[config.mk]
export PLATFORM = sky130hd
export DESIGN_NAME = accel_upper_register_map
export DESIGN_NICKNAME = d
export VERILOG_FILES = /design/src/core/accel_regs_pkg.sv /design/src/core/accel_upper_register_map.sv
export VERILOG_INCLUDE_DIRS = /design/src /design/src/core
export SDC_FILE = /design/constraint.sdc
export NUM_CORES = 1
export LEC_CHECK = 0
export BUFFER_PORTS_ARGS = -buffer_cell sky130_fd_sc_hd__buf_4
export CORE_AREA = 3 3 183 185
export CTS_CLUSTER_DIAMETER = 200
export CTS_CLUSTER_SIZE = 40
export DETAILED_ROUTE_END_ITERATION = 8
export DIE_AREA = 0 0 186 188
export HOLD_SLACK_MARGIN = 0.06
export MAX_ROUTING_LAYER = met4
export PLACE_DENSITY = 0.68
export SLEW_MARGIN = 25
export SYNTH_ARGS = -nofsm -noshare
export SYNTH_HDL_FRONTEND = slang
export SYNTH_SLANG_ARGS = --single-unit
[constraint.sdc]
create_clock -name i_ref_clk -period 2.5 [get_ports i_ref_clk]
set_input_delay 0.125 -clock i_ref_clk [delete_from_list [all_inputs] [get_ports i_ref_clk]]
set_output_delay 0.125 -clock i_ref_clk [all_outputs]
set_load 0.01 [all_outputs]
[src/core/accel_regs_consts.svh]
/*
  register offsets, reset values and pointer constants for the upper
  register bank of the accelerometer.
  assumes: included by the bank module only.
*/
`ifndef ACCEL_REGS_CONSTS_SVH
`define ACCEL_REGS_CONSTS_SVH

// ---------------------------------------------------------------
// register offsets
// ---------------------------------------------------------------
`define OFS_SYSTEM_CONTROL_TWO 8'h2b
`define OFS_SYSTEM_CONTROL_THREE 8'h2c
`define OFS_INTERRUPT_ENABLE 8'h2d
`define OFS_INTERRUPT_PIN_ROUTING 8'h2e
`define OFS_X_AXIS_TRIM 8'h2f
`define OFS_Y_AXIS_TRIM 8'h30
`define OFS_Z_AXIS_TRIM 8'h31
`define OFS_TEMPERATURE_RESULT 8'h51
`define OFS_TEMPERATURE_SENSOR_CONTROL 8'h5b
`define OFS_TEMPERATURE_BURST_INCLUSION 8'h5c
`define OFS_VECMAG_CONFIGURATION 8'h5f
`define OFS_VECMAG_THRESHOLD_HIGH 8'h60
`define OFS_VECMAG_THRESHOLD_LOW 8'h61
`define OFS_VECMAG_DEBOUNCE_COUNT 8'h62
`define OFS_VECMAG_REF_X_HIGH 8'h63
`define OFS_VECMAG_REF_X_LOW 8'h64
`define OFS_VECMAG_REF_Y_HIGH 8'h65
`define OFS_VECMAG_REF_Y_LOW 8'h66
`define OFS_VECMAG_REF_Z_HIGH 8'h67
`define OFS_VECMAG_REF_Z_LOW 8'h68
`define OFS_FALLMOTION_X_THRESH_HIGH 8'h73
`define OFS_FALLMOTION_X_THRESH_LOW 8'h74
`define OFS_FALLMOTION_Y_THRESH_HIGH 8'h75
`define OFS_FALLMOTION_Y_THRESH_LOW 8'h76
`define OFS_FALLMOTION_Z_THRESH_HIGH 8'h77
`define OFS_FALLMOTION_Z_THRESH_LOW 8'h78

// ---------------------------------------------------------------
// reset values and pointer constants
// ---------------------------------------------------------------
`define REG_RESET_VALUE 8'h00
`define TEMP_RESET_VALUE 8'h00
`define POINTER_HOME 8'h00
`define POINTER_STEP 8'h01
`define TEMP_ENABLE_BIT 0
`define UNMAPPED_READ_VALUE 8'h00

`endif

[src/core/accel_regs_pkg.sv]
/*
  types shared by the upper register bank and its surroundings.
  assumes: nothing beyond the constants header.
*/
package accel_regs_pkg;

  // ---------------------------------------------------------------
  // software-visible configuration
  // ---------------------------------------------------------------
  typedef struct packed {
    logic [7:0] system_control_two;
    logic [7:0] system_control_three;
    logic [7:0] interrupt_enable;
    logic [7:0] interrupt_pin_routing;
    logic [7:0] x_axis_trim;
    logic [7:0] y_axis_trim;
    logic [7:0] z_axis_trim;
    logic [7:0] temperature_sensor_control;
    logic [7:0] temperature_burst_inclusion;
    logic [7:0] vecmag_configuration;
    logic [7:0] vecmag_threshold_high;
    logic [7:0] vecmag_threshold_low;
    logic [7:0] vecmag_debounce_count;
    logic [7:0] vecmag_ref_x_high;
    logic [7:0] vecmag_ref_x_low;
    logic [7:0] vecmag_ref_y_high;
    logic [7:0] vecmag_ref_y_low;
    logic [7:0] vecmag_ref_z_high;
    logic [7:0] vecmag_ref_z_low;
    logic [7:0] fallmotion_x_thresh_high;
    logic [7:0] fallmotion_x_thresh_low;
    logic [7:0] fallmotion_y_thresh_high;
    logic [7:0] fallmotion_y_thresh_low;
    logic [7:0] fallmotion_z_thresh_high;
    logic [7:0] fallmotion_z_thresh_low;
  } cfg_t;

  // ---------------------------------------------------------------
  // byte access from the serial front end
  // ---------------------------------------------------------------
  typedef struct packed {
    logic addr_valid;
    logic [7:0] addr;
    logic write_valid;
    logic [7:0] write_data;
    logic read_take;
    logic burst;
    logic stop_seen;
  } access_t;

  // ---------------------------------------------------------------
  // whole state of the bank
  // ---------------------------------------------------------------
  typedef struct packed {
    cfg_t cfg;
    logic [7:0] temperature_result;
    logic [7:0] pointer;
    logic [7:0] read_data;
    logic read_valid;
    logic active_seen;
    logic vecmag_debounce_clear;
    logic fallmotion_debounce_clear;
  } state_t;

endpackage

[src/core/accel_upper_register_map.sv]
/*
  upper register bank (2bh..ffh) of the accelerometer: storage, read
  mux, auto-increment pointer, temperature capture and debounce clears.
  assumes: a serial front end on the same clock hands over one address
  byte, write bytes and read-byte requests, plus a stop pulse in i2c
  mode; the operating state and temperature samples come from the
  sensing core on the same clock.
  no input is resynchronised here, so every one of them must already
  be launched from flops on i_ref_clk.
*/
`timescale 1ns/1ps
`include "accel_regs_consts.svh"

// How it works
// - going active to standby leaves every register as it stood.
// - going standby to active returns marked contents to their defaults.
// - threshold and count writes work in any state and clear debounce.
// - the pointer advances only on burst reads, i2c or spi alike.
// - an i2c stop condition sends the pointer back to zero.
// - in spi mode the pointer survives between transactions.
// - temperature result is read-only, eight bits, with no successor.
// - temperature sensor control is read-write, default zero.
// - burst reads step by one from 5fh through the reference bytes.
// - x, y, z trim registers at 2fh, 30h, 31h, default zero.
// - interrupt enable at 2dh, pin routing at 2eh.
// - fall-motion thresholds in high/low pairs from 73h to 78h.
module accel_upper_register_map (
  input logic i_ref_clk,
  input logic i_rst_n,
  input accel_regs_pkg::access_t i_access,
  input logic i_spi_mode,
  input logic i_active,
  input logic i_temp_valid,
  input logic [7:0] i_temp_sample,
  output accel_regs_pkg::cfg_t o_cfg,
  output logic [7:0] o_temperature_result,
  output logic [7:0] o_read_data,
  output logic o_read_valid,
  output logic [7:0] o_pointer,
  output logic o_vecmag_debounce_clear,
  output logic o_fallmotion_debounce_clear
);

  accel_regs_pkg::state_t state;
  accel_regs_pkg::state_t next_state;

  // ---------------------------------------------------------------
  // read mux
  // ---------------------------------------------------------------
  function automatic logic [7:0] read_reg(
    input accel_regs_pkg::cfg_t c,
    input logic [7:0] temp,
    input logic [7:0] a
  );
    logic [7:0] v;
    v = `UNMAPPED_READ_VALUE;
    // unmapped and reserved offsets read back as zero
    unique case (a)
      // control and interrupt routing
      `OFS_SYSTEM_CONTROL_TWO: begin
        v = c.system_control_two;
      end
      `OFS_SYSTEM_CONTROL_THREE: begin
        v = c.system_control_three;
      end
      `OFS_INTERRUPT_ENABLE: begin
        v = c.interrupt_enable;
      end
      `OFS_INTERRUPT_PIN_ROUTING: begin
        v = c.interrupt_pin_routing;
      end

      // per-axis trim
      `OFS_X_AXIS_TRIM: begin
        v = c.x_axis_trim;
      end
      `OFS_Y_AXIS_TRIM: begin
        v = c.y_axis_trim;
      end
      `OFS_Z_AXIS_TRIM: begin
        v = c.z_axis_trim;
      end

      // temperature
      `OFS_TEMPERATURE_RESULT: begin
        v = temp;
      end
      `OFS_TEMPERATURE_SENSOR_CONTROL: begin
        v = c.temperature_sensor_control;
      end
      `OFS_TEMPERATURE_BURST_INCLUSION: begin
        v = c.temperature_burst_inclusion;
      end

      // vector magnitude
      `OFS_VECMAG_CONFIGURATION: begin
        v = c.vecmag_configuration;
      end
      `OFS_VECMAG_THRESHOLD_HIGH: begin
        v = c.vecmag_threshold_high;
      end
      `OFS_VECMAG_THRESHOLD_LOW: begin
        v = c.vecmag_threshold_low;
      end
      `OFS_VECMAG_DEBOUNCE_COUNT: begin
        v = c.vecmag_debounce_count;
      end
      `OFS_VECMAG_REF_X_HIGH: begin
        v = c.vecmag_ref_x_high;
      end
      `OFS_VECMAG_REF_X_LOW: begin
        v = c.vecmag_ref_x_low;
      end
      `OFS_VECMAG_REF_Y_HIGH: begin
        v = c.vecmag_ref_y_high;
      end
      `OFS_VECMAG_REF_Y_LOW: begin
        v = c.vecmag_ref_y_low;
      end
      `OFS_VECMAG_REF_Z_HIGH: begin
        v = c.vecmag_ref_z_high;
      end
      `OFS_VECMAG_REF_Z_LOW: begin
        v = c.vecmag_ref_z_low;
      end

      // fall-motion thresholds
      `OFS_FALLMOTION_X_THRESH_HIGH: begin
        v = c.fallmotion_x_thresh_high;
      end
      `OFS_FALLMOTION_X_THRESH_LOW: begin
        v = c.fallmotion_x_thresh_low;
      end
      `OFS_FALLMOTION_Y_THRESH_HIGH: begin
        v = c.fallmotion_y_thresh_high;
      end
      `OFS_FALLMOTION_Y_THRESH_LOW: begin
        v = c.fallmotion_y_thresh_low;
      end
      `OFS_FALLMOTION_Z_THRESH_HIGH: begin
        v = c.fallmotion_z_thresh_high;
      end
      `OFS_FALLMOTION_Z_THRESH_LOW: begin
        v = c.fallmotion_z_thresh_low;
      end
      default: v = `UNMAPPED_READ_VALUE;
    endcase
    return v;
  endfunction

  // ---------------------------------------------------------------
  // auto-increment successor
  // ---------------------------------------------------------------
  // the temperature result has no successor, so a burst parks on it
  // a burst from ffh wraps round to 00h
  function automatic logic [7:0] next_addr(input logic [7:0] a);
    logic [7:0] n;
    n = a + `POINTER_STEP;
    if (a == `OFS_TEMPERATURE_RESULT) begin
      n = a;
    end
    return n;
  endfunction

  // ---------------------------------------------------------------
  // next state
  // ---------------------------------------------------------------
  always_comb begin
    next_state = state;
    next_state.read_valid = 1'b0;
    next_state.vecmag_debounce_clear = 1'b0;
    next_state.fallmotion_debounce_clear = 1'b0;
    next_state.active_seen = i_active;

    // -------------------------------------------------------------
    // temperature capture
    // -------------------------------------------------------------
    // a sample lands only while the sensor enable bit is set
    if (i_temp_valid &&
        state.cfg.temperature_sensor_control[`TEMP_ENABLE_BIT]) begin
      next_state.temperature_result = i_temp_sample;
    end

    // -------------------------------------------------------------
    // operating state change
    // -------------------------------------------------------------
    // going standby to active: marked contents back to default
    if (i_active && !state.active_seen) begin
      next_state.temperature_result = `TEMP_RESET_VALUE;
    end
    // going active to standby: nothing is touched here, contents stay

    // -------------------------------------------------------------
    // host access
    // -------------------------------------------------------------
    // one access per cycle: address beats read, read beats write
    // address phase loads the pointer (eight-bit decode)
    if (i_access.addr_valid) begin
      next_state.pointer = i_access.addr;
    end else if (i_access.read_take) begin
      next_state.read_data = read_reg(state.cfg, state.temperature_result,
                                      state.pointer);
      next_state.read_valid = 1'b1;
      if (i_access.burst) begin
        next_state.pointer = next_addr(state.pointer);
      end
    end else if (i_access.write_valid) begin
      // writes never advance the pointer; reserved offsets are ignored
      unique case (state.pointer)
        // control and interrupt routing
        `OFS_SYSTEM_CONTROL_TWO: begin
          next_state.cfg.system_control_two = i_access.write_data;
        end
        `OFS_SYSTEM_CONTROL_THREE: begin
          next_state.cfg.system_control_three = i_access.write_data;
        end
        `OFS_INTERRUPT_ENABLE: begin
          next_state.cfg.interrupt_enable = i_access.write_data;
        end
        `OFS_INTERRUPT_PIN_ROUTING: begin
          next_state.cfg.interrupt_pin_routing = i_access.write_data;
        end

        // per-axis trim
        `OFS_X_AXIS_TRIM: begin
          next_state.cfg.x_axis_trim = i_access.write_data;
        end
        `OFS_Y_AXIS_TRIM: begin
          next_state.cfg.y_axis_trim = i_access.write_data;
        end
        `OFS_Z_AXIS_TRIM: begin
          next_state.cfg.z_axis_trim = i_access.write_data;
        end

        // temperature
        `OFS_TEMPERATURE_SENSOR_CONTROL: begin
          next_state.cfg.temperature_sensor_control =
            i_access.write_data;
        end
        `OFS_TEMPERATURE_BURST_INCLUSION: begin
          next_state.cfg.temperature_burst_inclusion = i_access.write_data;
        end

        // vector magnitude
        `OFS_VECMAG_CONFIGURATION: begin
          next_state.cfg.vecmag_configuration = i_access.write_data;
        end
        `OFS_VECMAG_THRESHOLD_HIGH: begin
          next_state.cfg.vecmag_threshold_high = i_access.write_data;
          next_state.vecmag_debounce_clear = 1'b1;
        end
        `OFS_VECMAG_THRESHOLD_LOW: begin
          next_state.cfg.vecmag_threshold_low = i_access.write_data;
          next_state.vecmag_debounce_clear = 1'b1;
        end
        `OFS_VECMAG_DEBOUNCE_COUNT: begin
          next_state.cfg.vecmag_debounce_count = i_access.write_data;
          next_state.vecmag_debounce_clear = 1'b1;
        end
        `OFS_VECMAG_REF_X_HIGH: begin
          next_state.cfg.vecmag_ref_x_high = i_access.write_data;
        end
        `OFS_VECMAG_REF_X_LOW: begin
          next_state.cfg.vecmag_ref_x_low = i_access.write_data;
        end
        `OFS_VECMAG_REF_Y_HIGH: begin
          next_state.cfg.vecmag_ref_y_high = i_access.write_data;
        end
        `OFS_VECMAG_REF_Y_LOW: begin
          next_state.cfg.vecmag_ref_y_low = i_access.write_data;
        end
        `OFS_VECMAG_REF_Z_HIGH: begin
          next_state.cfg.vecmag_ref_z_high = i_access.write_data;
        end
        `OFS_VECMAG_REF_Z_LOW: begin
          next_state.cfg.vecmag_ref_z_low = i_access.write_data;
        end

        // fall-motion thresholds
        `OFS_FALLMOTION_X_THRESH_HIGH: begin
          next_state.cfg.fallmotion_x_thresh_high = i_access.write_data;
          next_state.fallmotion_debounce_clear = 1'b1;
        end
        `OFS_FALLMOTION_X_THRESH_LOW: begin
          next_state.cfg.fallmotion_x_thresh_low = i_access.write_data;
          next_state.fallmotion_debounce_clear = 1'b1;
        end
        `OFS_FALLMOTION_Y_THRESH_HIGH: begin
          next_state.cfg.fallmotion_y_thresh_high = i_access.write_data;
          next_state.fallmotion_debounce_clear = 1'b1;
        end
        `OFS_FALLMOTION_Y_THRESH_LOW: begin
          next_state.cfg.fallmotion_y_thresh_low = i_access.write_data;
          next_state.fallmotion_debounce_clear = 1'b1;
        end
        `OFS_FALLMOTION_Z_THRESH_HIGH: begin
          next_state.cfg.fallmotion_z_thresh_high = i_access.write_data;
          next_state.fallmotion_debounce_clear = 1'b1;
        end
        `OFS_FALLMOTION_Z_THRESH_LOW: begin
          next_state.cfg.fallmotion_z_thresh_low = i_access.write_data;
          next_state.fallmotion_debounce_clear = 1'b1;
        end
        default: begin
          // reserved, unmapped and read-only offsets are ignored
          next_state.cfg = state.cfg;
        end
      endcase
    end

    // -------------------------------------------------------------
    // stop handling
    // -------------------------------------------------------------
    // i2c stop homes the pointer; spi has no stop and keeps it
    if (i_access.stop_seen && !i_spi_mode) begin
      next_state.pointer = `POINTER_HOME;
    end
  end

  // ---------------------------------------------------------------
  // state register
  // ---------------------------------------------------------------
  always_ff @(posedge i_ref_clk or negedge i_rst_n) begin
    if (!i_rst_n) begin
      state <= '0;
    end else begin
      state <= next_state;
    end
  end

  // ---------------------------------------------------------------
  // outputs, all straight from the state register
  // ---------------------------------------------------------------
  assign o_cfg = state.cfg;
  assign o_temperature_result = state.temperature_result;
  assign o_read_data = state.read_data;
  assign o_read_valid = state.read_valid;
  assign o_pointer = state.pointer;
  assign o_vecmag_debounce_clear = state.vecmag_debounce_clear;
  assign o_fallmotion_debounce_clear = state.fallmotion_debounce_clear;

endmodule

==> run_results.csv, run 1 <==
group,metric,value,unit
floorplan,fp-row-count,66,
yosys,syn_area_per_cell,11.1,um2
timing,maxSlewViolCount,0,
cts,path_clk_slew,0.15,ns
cts,root_buffer,"clkbuf_16",
yosys,ys_seq_area_share,44.9,%
cts,clk_latency,0.49,ns
yosys,yosysWarningCount,0,
global_routing,antenna_found_initial,0,
timing,min_period,2.42,ns
placed_design,place_hpwl,34.8,mm
timing,rsz0062_at_grt,"false",
worst_setup_path,reg2reg_depth,7,
cells_and_area,layout-drive-gt1-share,47.6,%
floorplan,die_area,0.0350,mm2
yosys,synth.distinct_cells,64,
global_routing,track_usage,26.5,%
detailed_routing,totalWireLength,46.3,mm
detailed_routing,vias,9563,
timing,finalHoldViolCount,0,
yosys,synth_nets,1180,
worst_setup_path,crit_type,"register to register",
yosys,synth_top_area_cell,"dfrtp_1",
cts,ctsHtreeMaxLevel,1,
worst_setup_path,crit_required,2.88,ns
detailed_routing,drt_first_pass_iters,6,
cells_and_area,area_delta_synth_final,13.0,%
detailed_routing,routedWlPerCell,28.6,um
floorplan,die_h,188,um
cts,cts_tree,"done",
cells_and_area,post-route-util,44.6,%
detailed_routing,viasPerCell,5.90,
global_routing,gr-total-overflow,0,
yosys,synth_seq_cells,228,
floorplan,core,0.0322,mm2
timing,setup_viol,0,
detailed_routing,drcViolationCount,0,
yosys,synth_edf_count,0,
cells_and_area,nFillCells,3088,
timing,fmax,0.414,GHz
cts,cts.path.max_buffers,3,
worst_setup_path,cp-start-kind,"register",
power_and_ir_drop,finalPower,6.72,mW
global_routing,grt_pass1_vias,9590,
detailed_routing,antenna_left,0,
placed_design,io_buffers,260,
cells_and_area,layout.cells.non_filler,1620,
cells_and_area,nets,1251,
timing,fin_skew,0.0263,ns
timing,worst_pin_slew,0.683,ns
worst_setup_path,path_cells,"ha_1, buf_4, and3_1, o21ai_0, a21oi_1, a2111oi_2, a211oi_1",
power_and_ir_drop,p_per_area,468,mW/mm2
yosys,synthDominantCellAreaShare,44.9,%
worst_setup_path,slowest_stage,"dfrtp_2",
cts,post-cts-setup-buffers,0,
power_and_ir_drop,power.leakage,7.14,nW
timing,fin_crit_sh,96.7,%
yosys,synth_area,0.0127,mm2
detailed_routing,drtIter0Drc,1052,
run,max-cap-violations,0,
placed_design,place.gp.congestion,0.977,
cts,numCtsBuffers,9,
cts,cts.sinks,228,
floorplan,initial_utilization,39.5,%
timing,tns,0,ns
power_and_ir_drop,ir_drop,0.428,mV
global_routing,grt_pass1_wl,66.7,mm
yosys,ys_top_cells_by_area,"dfrtp_1, mux2_2, buf_4, nand3_1, a22o_1",
status,outcome,"finished clean",
yosys,synth_common_cells,"buf_4, dfrtp_1, mux2_2",
floorplan,die_x,186,um
hold_path,whs_path_depth,3,
worst_setup_path,cp_max_fo,9,
placed_design,dp_cells,1585,
worst_setup_path,arrival,2.79,ns
yosys,yosys_most_used_dff,"dfrtp_1",
yosys,async_flop_share,100,%
hold_path,min_path_type,"primary input to register",
worst_setup_path,endpoint_kind,"register",
cells_and_area,multi_input_area,0.00499,mm2
yosys,syn_inst,1142,
floorplan,ios,261,
worst_setup_path,max_stage_delay,0.48,ns
timing,slew_headroom,54.5,%
cells_and_area,final-seq-area,0.00571,mm2
cells_and_area,diodes,0,
global_routing,grt_max_degree,82,
-- registers in the layout (all words and copies together) (netlist names) --
signal,cells
o_read_data,8
o_vecmag_debounce_clear,1
o_cfg,200
state,1
o_read_valid,1
o_temperature_result,8
o_fallmotion_debounce_clear,1
o_pointer,8
-- metrics by stage --
stage / area [um2] / setup slack [ns] / hold slack, ns
final: 14400 / 0.0825 / 0.0734
after global routing: 14400 / 0.00240 / 0.0845
after CTS: 14400 / 0.0628 / 0.0620
after detailed placement: 13900 / -0.185 / 0.185
after global placement: 13900 / -0.0904 / 0.185
after floorplan: 12700 / 0.411 / -0.171
-- per-layer routing --
metal	wire length [um]	global-route usage, %
met1	20100	36.8
met3	3760	4.58
met5	0	-
met2	21300	40.8
met4	1170	6.02
-- repair_timing --
action | in CTS | in global routing
gates resized for setup | 3 | 4
endpoints found under the hold margin | 93 | 0
hold buffers | 25 | 0
endpoints found under the setup margin | 2 | 11
pin swaps | 1 | 2
-- cell usage in the layout (no fill, tap or decap), drive strengths merged, types with 4 or more instances in the layout --
master,count
and3b,10
buf,340
nand3,73
nor2b,10
a222oi,6
nor2,19
o22ai,4
nand2,41
nor3,7
o211ai,5
a21oi,15
a21boi,4
o21ai,19
dfrtp,228
o2111ai,7
dlygate4sd3,25
mux2,206
a311oi,5
a22oi,21
a2111oi,8
and3,24
a211o,5
and2,6
nand4,17
inv,7
ha,4
nand3b,5
a211oi,6
clkbuf,9
a22o,23
-- cell type report --
class | instances | area share, %
inverters | 7 | 0.183
clock buffers | 9 | 1.57
repair buffers | 365 | 20.2
well taps | 408 | 3.55
multi-input cells | 602 | 34.7
flip-flops and latches | 228 | 39.7
clock inverters | 1 | 0.113
-- report_power, final --
| group | switching (mW) | internal (mW) |
|---|---|---|
| sequential | 0.110 | 3.76 |
| combinational | 0.624 | 0.385 |
| clock | 1.17 | 0.671 |
| total | 1.90 | 4.82 |
-- critical path: cells and delay by family, from the launching register on --
kind / cells / cell delay [ns]
compound gates: 4 / 1.09
flops: 1 / 0.48
fa+ha+maj: 1 / 0.35
buf+inv: 1 / 0.24
simple gates: 1 / 0.14
-- final timing paths --
path                              start        endpoint  slack [ns]
hold / removal               i_spi_mode    o_pointer[1]        0.07
hold reg to reg              o_cfg[198]      o_cfg[198]        0.55
min in group asynchronous       i_rst_n       o_cfg[50]        0.22
setup / recovery           o_pointer[0]  o_read_data[4]        0.08
max in group asynchronous       i_rst_n       o_cfg[62]        1.44
setup reg to reg           o_pointer[0]  o_read_data[4]        0.08
-- kinds of logic after synthesis --
kind of cell               count (synthesis)  synth area share [%]
muxes                                    208                  18.4
buffers and inverters                    312                  16.2
and+or+nand+nor                          235                  10.7
AOI/OAI and AO/OA                        152                  9.19
xor gates and xnor gates                   3                 0.207
DFF                                      228                  44.9
adders and majority gates                  4                 0.393
No activity file was read; power rests on OpenSTA's default activity.
==> run 2, diff against run 1 <==
ABC_AREA = 1   (was unset)
CORE_AREA = 3 3 180 182   (was 3 3 183 185)
DIE_AREA = 0 0 183 185   (was 0 0 186 188)
==> run_results.csv, run 2 <==
group,metric,value,unit
status,outcome,"finished clean",
global_routing,track_usage,25.7,%
cts,cts.path.max_buffers,3,
timing,fmax,0.423,GHz
cts,cts_tree,"done",
power_and_ir_drop,ir_drop,0.383,mV
cells_and_area,diodes,0,
placed_design,place_hpwl,31.3,mm
cells_and_area,multi_input_area,0.00442,mm2
worst_setup_path,arrival,2.76,ns
detailed_routing,routedWlPerCell,21.9,um
worst_setup_path,endpoint_kind,"register",
placed_design,pre_cts_ws,0.286,ns
cells_and_area,largest_reg_flops,200,
global_routing,gr-total-overflow,0,
cts,path_clk_slew,0.15,ns
timing,slew_headroom,54.8,%
timing,maxSlewViolCount,0,
timing,setup_viol,0,
floorplan,initial_utilization,40.0,%
timing,min_period,2.37,ns
yosys,async_flop_share,100,%
cells_and_area,layout.cells.non_filler,1976,
floorplan,fp-row-count,64,
floorplan,die_area,0.0339,mm2
timing,finalHoldViolCount,0,
cells_and_area,final_common_cell,"nand2_1",
timing,rsz0062_at_grt,"false",
yosys,synthDominantCellAreaShare,46.4,%
yosys,ys_top_cells_by_area,"dfrtp_1, buf_4, nand2_1, nand3_1, o21ai_0",
floorplan,die_x,183,um
placed_design,io_buffers,260,
cells_and_area,nets,1619,
power_and_ir_drop,intPower,4.71,mW
global_routing,grt_pass1_wl,64.0,mm
timing,hold_ws,0.0751,ns
timing,tns,0,ns
yosys,synth_seq_cells,228,
cells_and_area,area_delta_synth_final,10.8,%
cts,ctsHtreeMaxLevel,1,
cts,cts.sinks,228,
cells_and_area,nFillCells,3074,
power_and_ir_drop,power.share.clock,28.5,%
power_and_ir_drop,p_switching,1.80,mW
yosys,yosysWarningCount,0,
detailed_routing,drt_first_pass_iters,5,
timing,fin_crit_sh,94.6,%
detailed_routing,vias,10527,
detailed_routing,viasPerCell,5.33,
cells_and_area,layout-drive-gt1-share,22.2,%
floorplan,die_h,185,um
timing,fin_skew,0.0255,ns
detailed_routing,drcViolationCount,0,
cells_and_area,final-seq-area,0.00571,mm2
yosys,syn_inst,1545,
power_and_ir_drop,power.leakage,7.04,nW
floorplan,ios,261,
placed_design,dp_cells,1939,
yosys,synth_nets,1583,
power_and_ir_drop,switching_share,27.6,%
cts,numCtsBuffers,9,
cts,clk_latency,0.50,ns
global_routing,grt_max_degree,81,
yosys,synth_edf_count,0,
yosys,yosys_most_used_dff,"dfrtp_1",
detailed_routing,drtIter0Drc,1451,
power_and_ir_drop,seq_power_share,59.3,%
timing,setup_slack,0.134,ns
yosys,ys_seq_area_share,46.4,%
floorplan,core,0.0307,mm2
placed_design,placed_cell_area,0.0131,mm2
yosys,synth.distinct_cells,26,
worst_setup_path,cp_max_fo,5,
cells_and_area,layout_common_cells,"nand2_1, buf_4, dfrtp_1, nand3_1, o21ai_0",
detailed_routing,totalWireLength,43.3,mm
run,max-cap-violations,0,
power_and_ir_drop,p_per_area,478,mW/mm2
cells_and_area,final_area,0.0136,mm2
global_routing,grt_pass1_vias,10022,
detailed_routing,antenna_left,0,
yosys,synth_top_area_cell,"dfrtp_1",
yosys,synth_common_cells,"nand2_1, dfrtp_1, buf_4",
timing,worst_pin_slew,0.678,ns
worst_setup_path,crit_required,2.89,ns
worst_setup_path,cp-start-kind,"register",
hold_path,min_path_type,"primary input to register",
yosys,synth_area,0.0123,mm2
placed_design,place.gp.congestion,0.929,
yosys,yosysMostFrequentCell,"nand2_1",
worst_setup_path,crit_type,"register to register",
yosys,syn_area_per_cell,7.96,um2
cts,root_buffer,"clkbuf_16",
power_and_ir_drop,combPwrFrac,12.3,%
global_routing,antenna_found_initial,0,
## run 2: cell count changes after synthesis, sizes merged, moves of 20 or more
| cell | change |
|---|---|
| a22oi | -20 |
| nand2 | +379 |
| nor2 | +66 |
| and3 | -24 |
| nand3 | +158 |
| mux2 | -206 |
| a22o | -22 |
| inv | +35 |
| o21ai | +194 |
## run 2: metrics by stage
stage	total power [mW]	util, %
2_1_floorplan	4.33	-
3_3_place_gp	4.66	42.6
3_5_place_dp	4.67	42.6
4_1_cts	6.52	44.3
5_1_grt	6.71	44.3
6_report	6.51	44.3
## run 2: path summary, 6_finish.rpt
check	from	to	slack [ns]	cells past startpoint
max in group asynchronous	i_rst_n	o_cfg[24]	1.51	3
worst min-delay path	i_access[1]	o_pointer[7]	0.08	4
min in group asynchronous	i_rst_n	o_pointer[7]	0.20	2
worst max-delay path	o_pointer[1]	o_pointer[2]	0.13	6
worst max register to register	o_pointer[1]	o_pointer[2]	0.13	6
worst min register to register	o_read_data[1]	o_read_data[1]	0.52	2
## run 2: power by group through the flow
| stage | clock network (mW) | logic (mW) | registers (mW) |
|---|---|---|---|
| floorplan | 0 | 0.439 | 3.89 |
| global placement | 0 | 0.738 | 3.92 |
| detailed placement | 0 | 0.747 | 3.92 |
| CTS | 1.87 | 0.787 | 3.85 |
| global route | 1.98 | 0.864 | 3.87 |
| finish | 1.85 | 0.799 | 3.86 |
## run 2: cell type report
class / count / area share (%)
Clock inverter: 1 / 0.119
Clock buffer: 9 / 1.65
Multi-Input combinational cell: 972 / 32.4
Inverter: 42 / 1.16
Tap cell: 396 / 3.63
Timing Repair Buffer: 328 / 19.1
Sequential cell: 228 / 41.9
## run 2: cells by family after synthesis
kind of cell / count (synthesis) / synth area share [%]
flip-flops: 228 / 46.4
AND/OR/NAND/NOR: 745 / 26.2
buffers and inverters: 345 / 17.8
adder cells (fa/ha/maj): 4 / 0.407
AO/OA/AOI/OAI: 223 / 9.19
## run 2: repair_timing
item | in CTS | in global routing
resized for setup | 0 | 3
setup buffers | 0 | 1
setup endpoints to repair | 0 | 3
endpoints found under the hold margin | 94 | 0
hold buffers | 26 | 0
## run 2: layer usage
metal  GRT usage, %  part of all wire [%]  vias to the layer above
li1               -                     -                     4894
met1           35.1                    43                     5006
met2           38.8                    44                      556
met3           5.66                   9.6                       71
met4           7.28                   3.0                        0
met5              -                     0                        -
## run 2: worst max-delay path, stage by stage (launching register included)
cell and delay, ns:
dfrtp_1 0.46, ha_2 0.26, nand2_1 0.10, a32oi_1 0.22, dlygate4sd3_1 0.58, o22ai_1 0.08
dlygate4sd3_1 0.57
==> run 3, diff against run 2 <==
clock period = 2.6 ns   (was 2.5 ns; I/O delays follow)
==> run_results.csv, run 3 (synthesis gave the netlist of run 2 again) <==
group,metric,value,unit
cts,ctsHtreeMaxLevel,1,
cells_and_area,layout_common_cells,"nand2_1, buf_4, dfrtp_1, nand3_1, o21ai_0",
status,outcome,"finished clean",
placed_design,io_buffers,260,
cells_and_area,post-route-util,44.0,%
floorplan,die_h,185,um
cts,path_clk_slew,0.17,ns
cells_and_area,area_delta_synth_final,9.95,%
detailed_routing,antenna_left,0,
floorplan,die_area,0.0339,mm2
cts,cts.path.max_buffers,3,
placed_design,place_hpwl,31.4,mm
floorplan,core,0.0307,mm2
global_routing,antenna_found_initial,0,
worst_setup_path,endpoint_kind,"register",
power_and_ir_drop,finalPower,6.24,mW
worst_setup_path,crit_type,"register to register",
detailed_routing,vias,10515,
cts,numCtsBuffers,9,
placed_design,pre_cts_ws,0.425,ns
cells_and_area,final_common_cell,"nand2_1",
placed_design,place.gp.congestion,0.945,
hold_path,min_path_type,"primary input to register",
detailed_routing,totalWireLength,43.2,mm
timing,tns,0,ns
cells_and_area,nets,1611,
cts,cts.sinks,228,
power_and_ir_drop,p_per_area,461,mW/mm2
timing,fin_skew,0.0381,ns
timing,slew_headroom,59.2,%
power_and_ir_drop,power.leakage,7.00,nW
global_routing,gr-total-overflow,0,
cells_and_area,largest_reg_flops,200,
detailed_routing,drcViolationCount,0,
timing,min_period,2.29,ns
floorplan,fp-row-count,64,
cts,cts_hold_buf,22,
floorplan,initial_utilization,40.0,%
timing,maxSlewViolCount,0,
cts,clk_latency,0.51,ns
floorplan,ios,261,
detailed_routing,routedWlPerCell,22.0,um
cts,cts_tree,"done",
timing,rsz0062_at_grt,"false",
cts,cts.repair.resized,0,
global_routing,grt_pass1_wl,63.6,mm
worst_setup_path,cp-start-kind,"register",
timing,setup_slack,0.310,ns
timing,finalHoldViolCount,0,
timing,setup_viol,0,
worst_setup_path,arrival,2.74,ns
power_and_ir_drop,ir_drop,0.425,mV
cells_and_area,layout-drive-gt1-share,21.9,%
worst_setup_path,crit_required,3.05,ns
global_routing,track_usage,25.5,%
timing,worst_pin_slew,0.607,ns
detailed_routing,drt_first_pass_iters,6,
timing,fin_crit_sh,88.1,%
global_routing,grt_pass1_vias,9976,
timing,fmax,0.437,GHz
worst_setup_path,cp_max_fo,11,
cts,root_buffer,"clkbuf_16",
global_routing,grt_max_degree,93,
floorplan,die_x,183,um
run,max-cap-violations,0,
detailed_routing,viasPerCell,5.34,
detailed_routing,drtIter0Drc,1225,
cells_and_area,diodes,0,
cts,post-cts-setup-buffers,0,
run 3: cell count changes in the layout (fill, tap and decap cells not counted):
cell,before,now
buf_12,6,4
buf_4,295,293
dfrtp_1,227,228
dfrtp_2,1,0
dlygate4sd3_1,26,22
ha_1,3,4
ha_2,1,0
nand3_1,220,221
nand3_2,11,10
run 3: power by group:
group	switching [mW]	internal, mW	total, mW
Combinational	0.497	0.250	0.747
Sequential	0.0927	3.62	3.71
Clock	1.14	0.646	1.78
Total	1.73	4.52	6.24
run 3: worst paths after layout:
| kind | start | end | slack (ns) | cells past startpoint |
|---|---|---|---|---|
| worst max register to register | o_pointer[0] | o_read_data[5] | 0.31 | 13 |
| min in group asynchronous | i_rst_n | o_pointer[7] | 0.12 | 2 |
| worst min register to register | o_read_data[5] | o_read_data[5] | 0.52 | 2 |
| worst min-delay path | i_access[20] | o_pointer[1] | 0.06 | 3 |
| max in group asynchronous | i_rst_n | o_cfg[25] | 1.57 | 3 |
| worst max-delay path | o_pointer[0] | o_read_data[5] | 0.31 | 13 |
run 3: layer usage:
| layer | part of all wire (%) | GRT usage (%) | up-vias |
|---|---|---|---|
| li1 | - | - | 4869 |
| met1 | 43 | 34.3 | 5069 |
| met2 | 45 | 39.6 | 512 |
| met3 | 9.5 | 5.58 | 65 |
| met4 | 2.8 | 6.22 | 0 |
| met5 | 0 | - | - |
run 3: metrics by stage:
step / std cells / area, um2 / hold slack (ns)
detailed placement: 1936 / 13100 / 0.108
floorplan: 1545 / 12300 / -0.166
global placement: 1936 / 13100 / 0.104
CTS: 1968 / 13500 / 0.0601
finish: 1968 / 13500 / 0.0608
global route: 1968 / 13500 / 0.0977
run 3: worst max-delay path, cell delays in order, from the launching register on:
cell and delay [ns]:
dfrtp_1 0.48, inv_1 0.13, ha_1 0.22, inv_1 0.11, nor2_2 0.40, buf_4 0.27
nand3_1 0.08, nand2_1 0.12, inv_1 0.06, nand2_1 0.10, nor2_1 0.06, nand2_1 0.07
nand2_1 0.07, nand2_1 0.06
run 3: cell type report:
| class | instances | area (um2) |
|---|---|---|
| Clock inverter | 1 | 16.3 |
| Clock buffer | 9 | 225 |
| Multi-Input combinational cell | 972 | 4410 |
| Tap cell | 396 | 495 |
| Inverter | 42 | 158 |
| Sequential cell | 228 | 5710 |
| Timing Repair Buffer | 320 | 2510 |
| Fill cell | 3097 | 17200 |
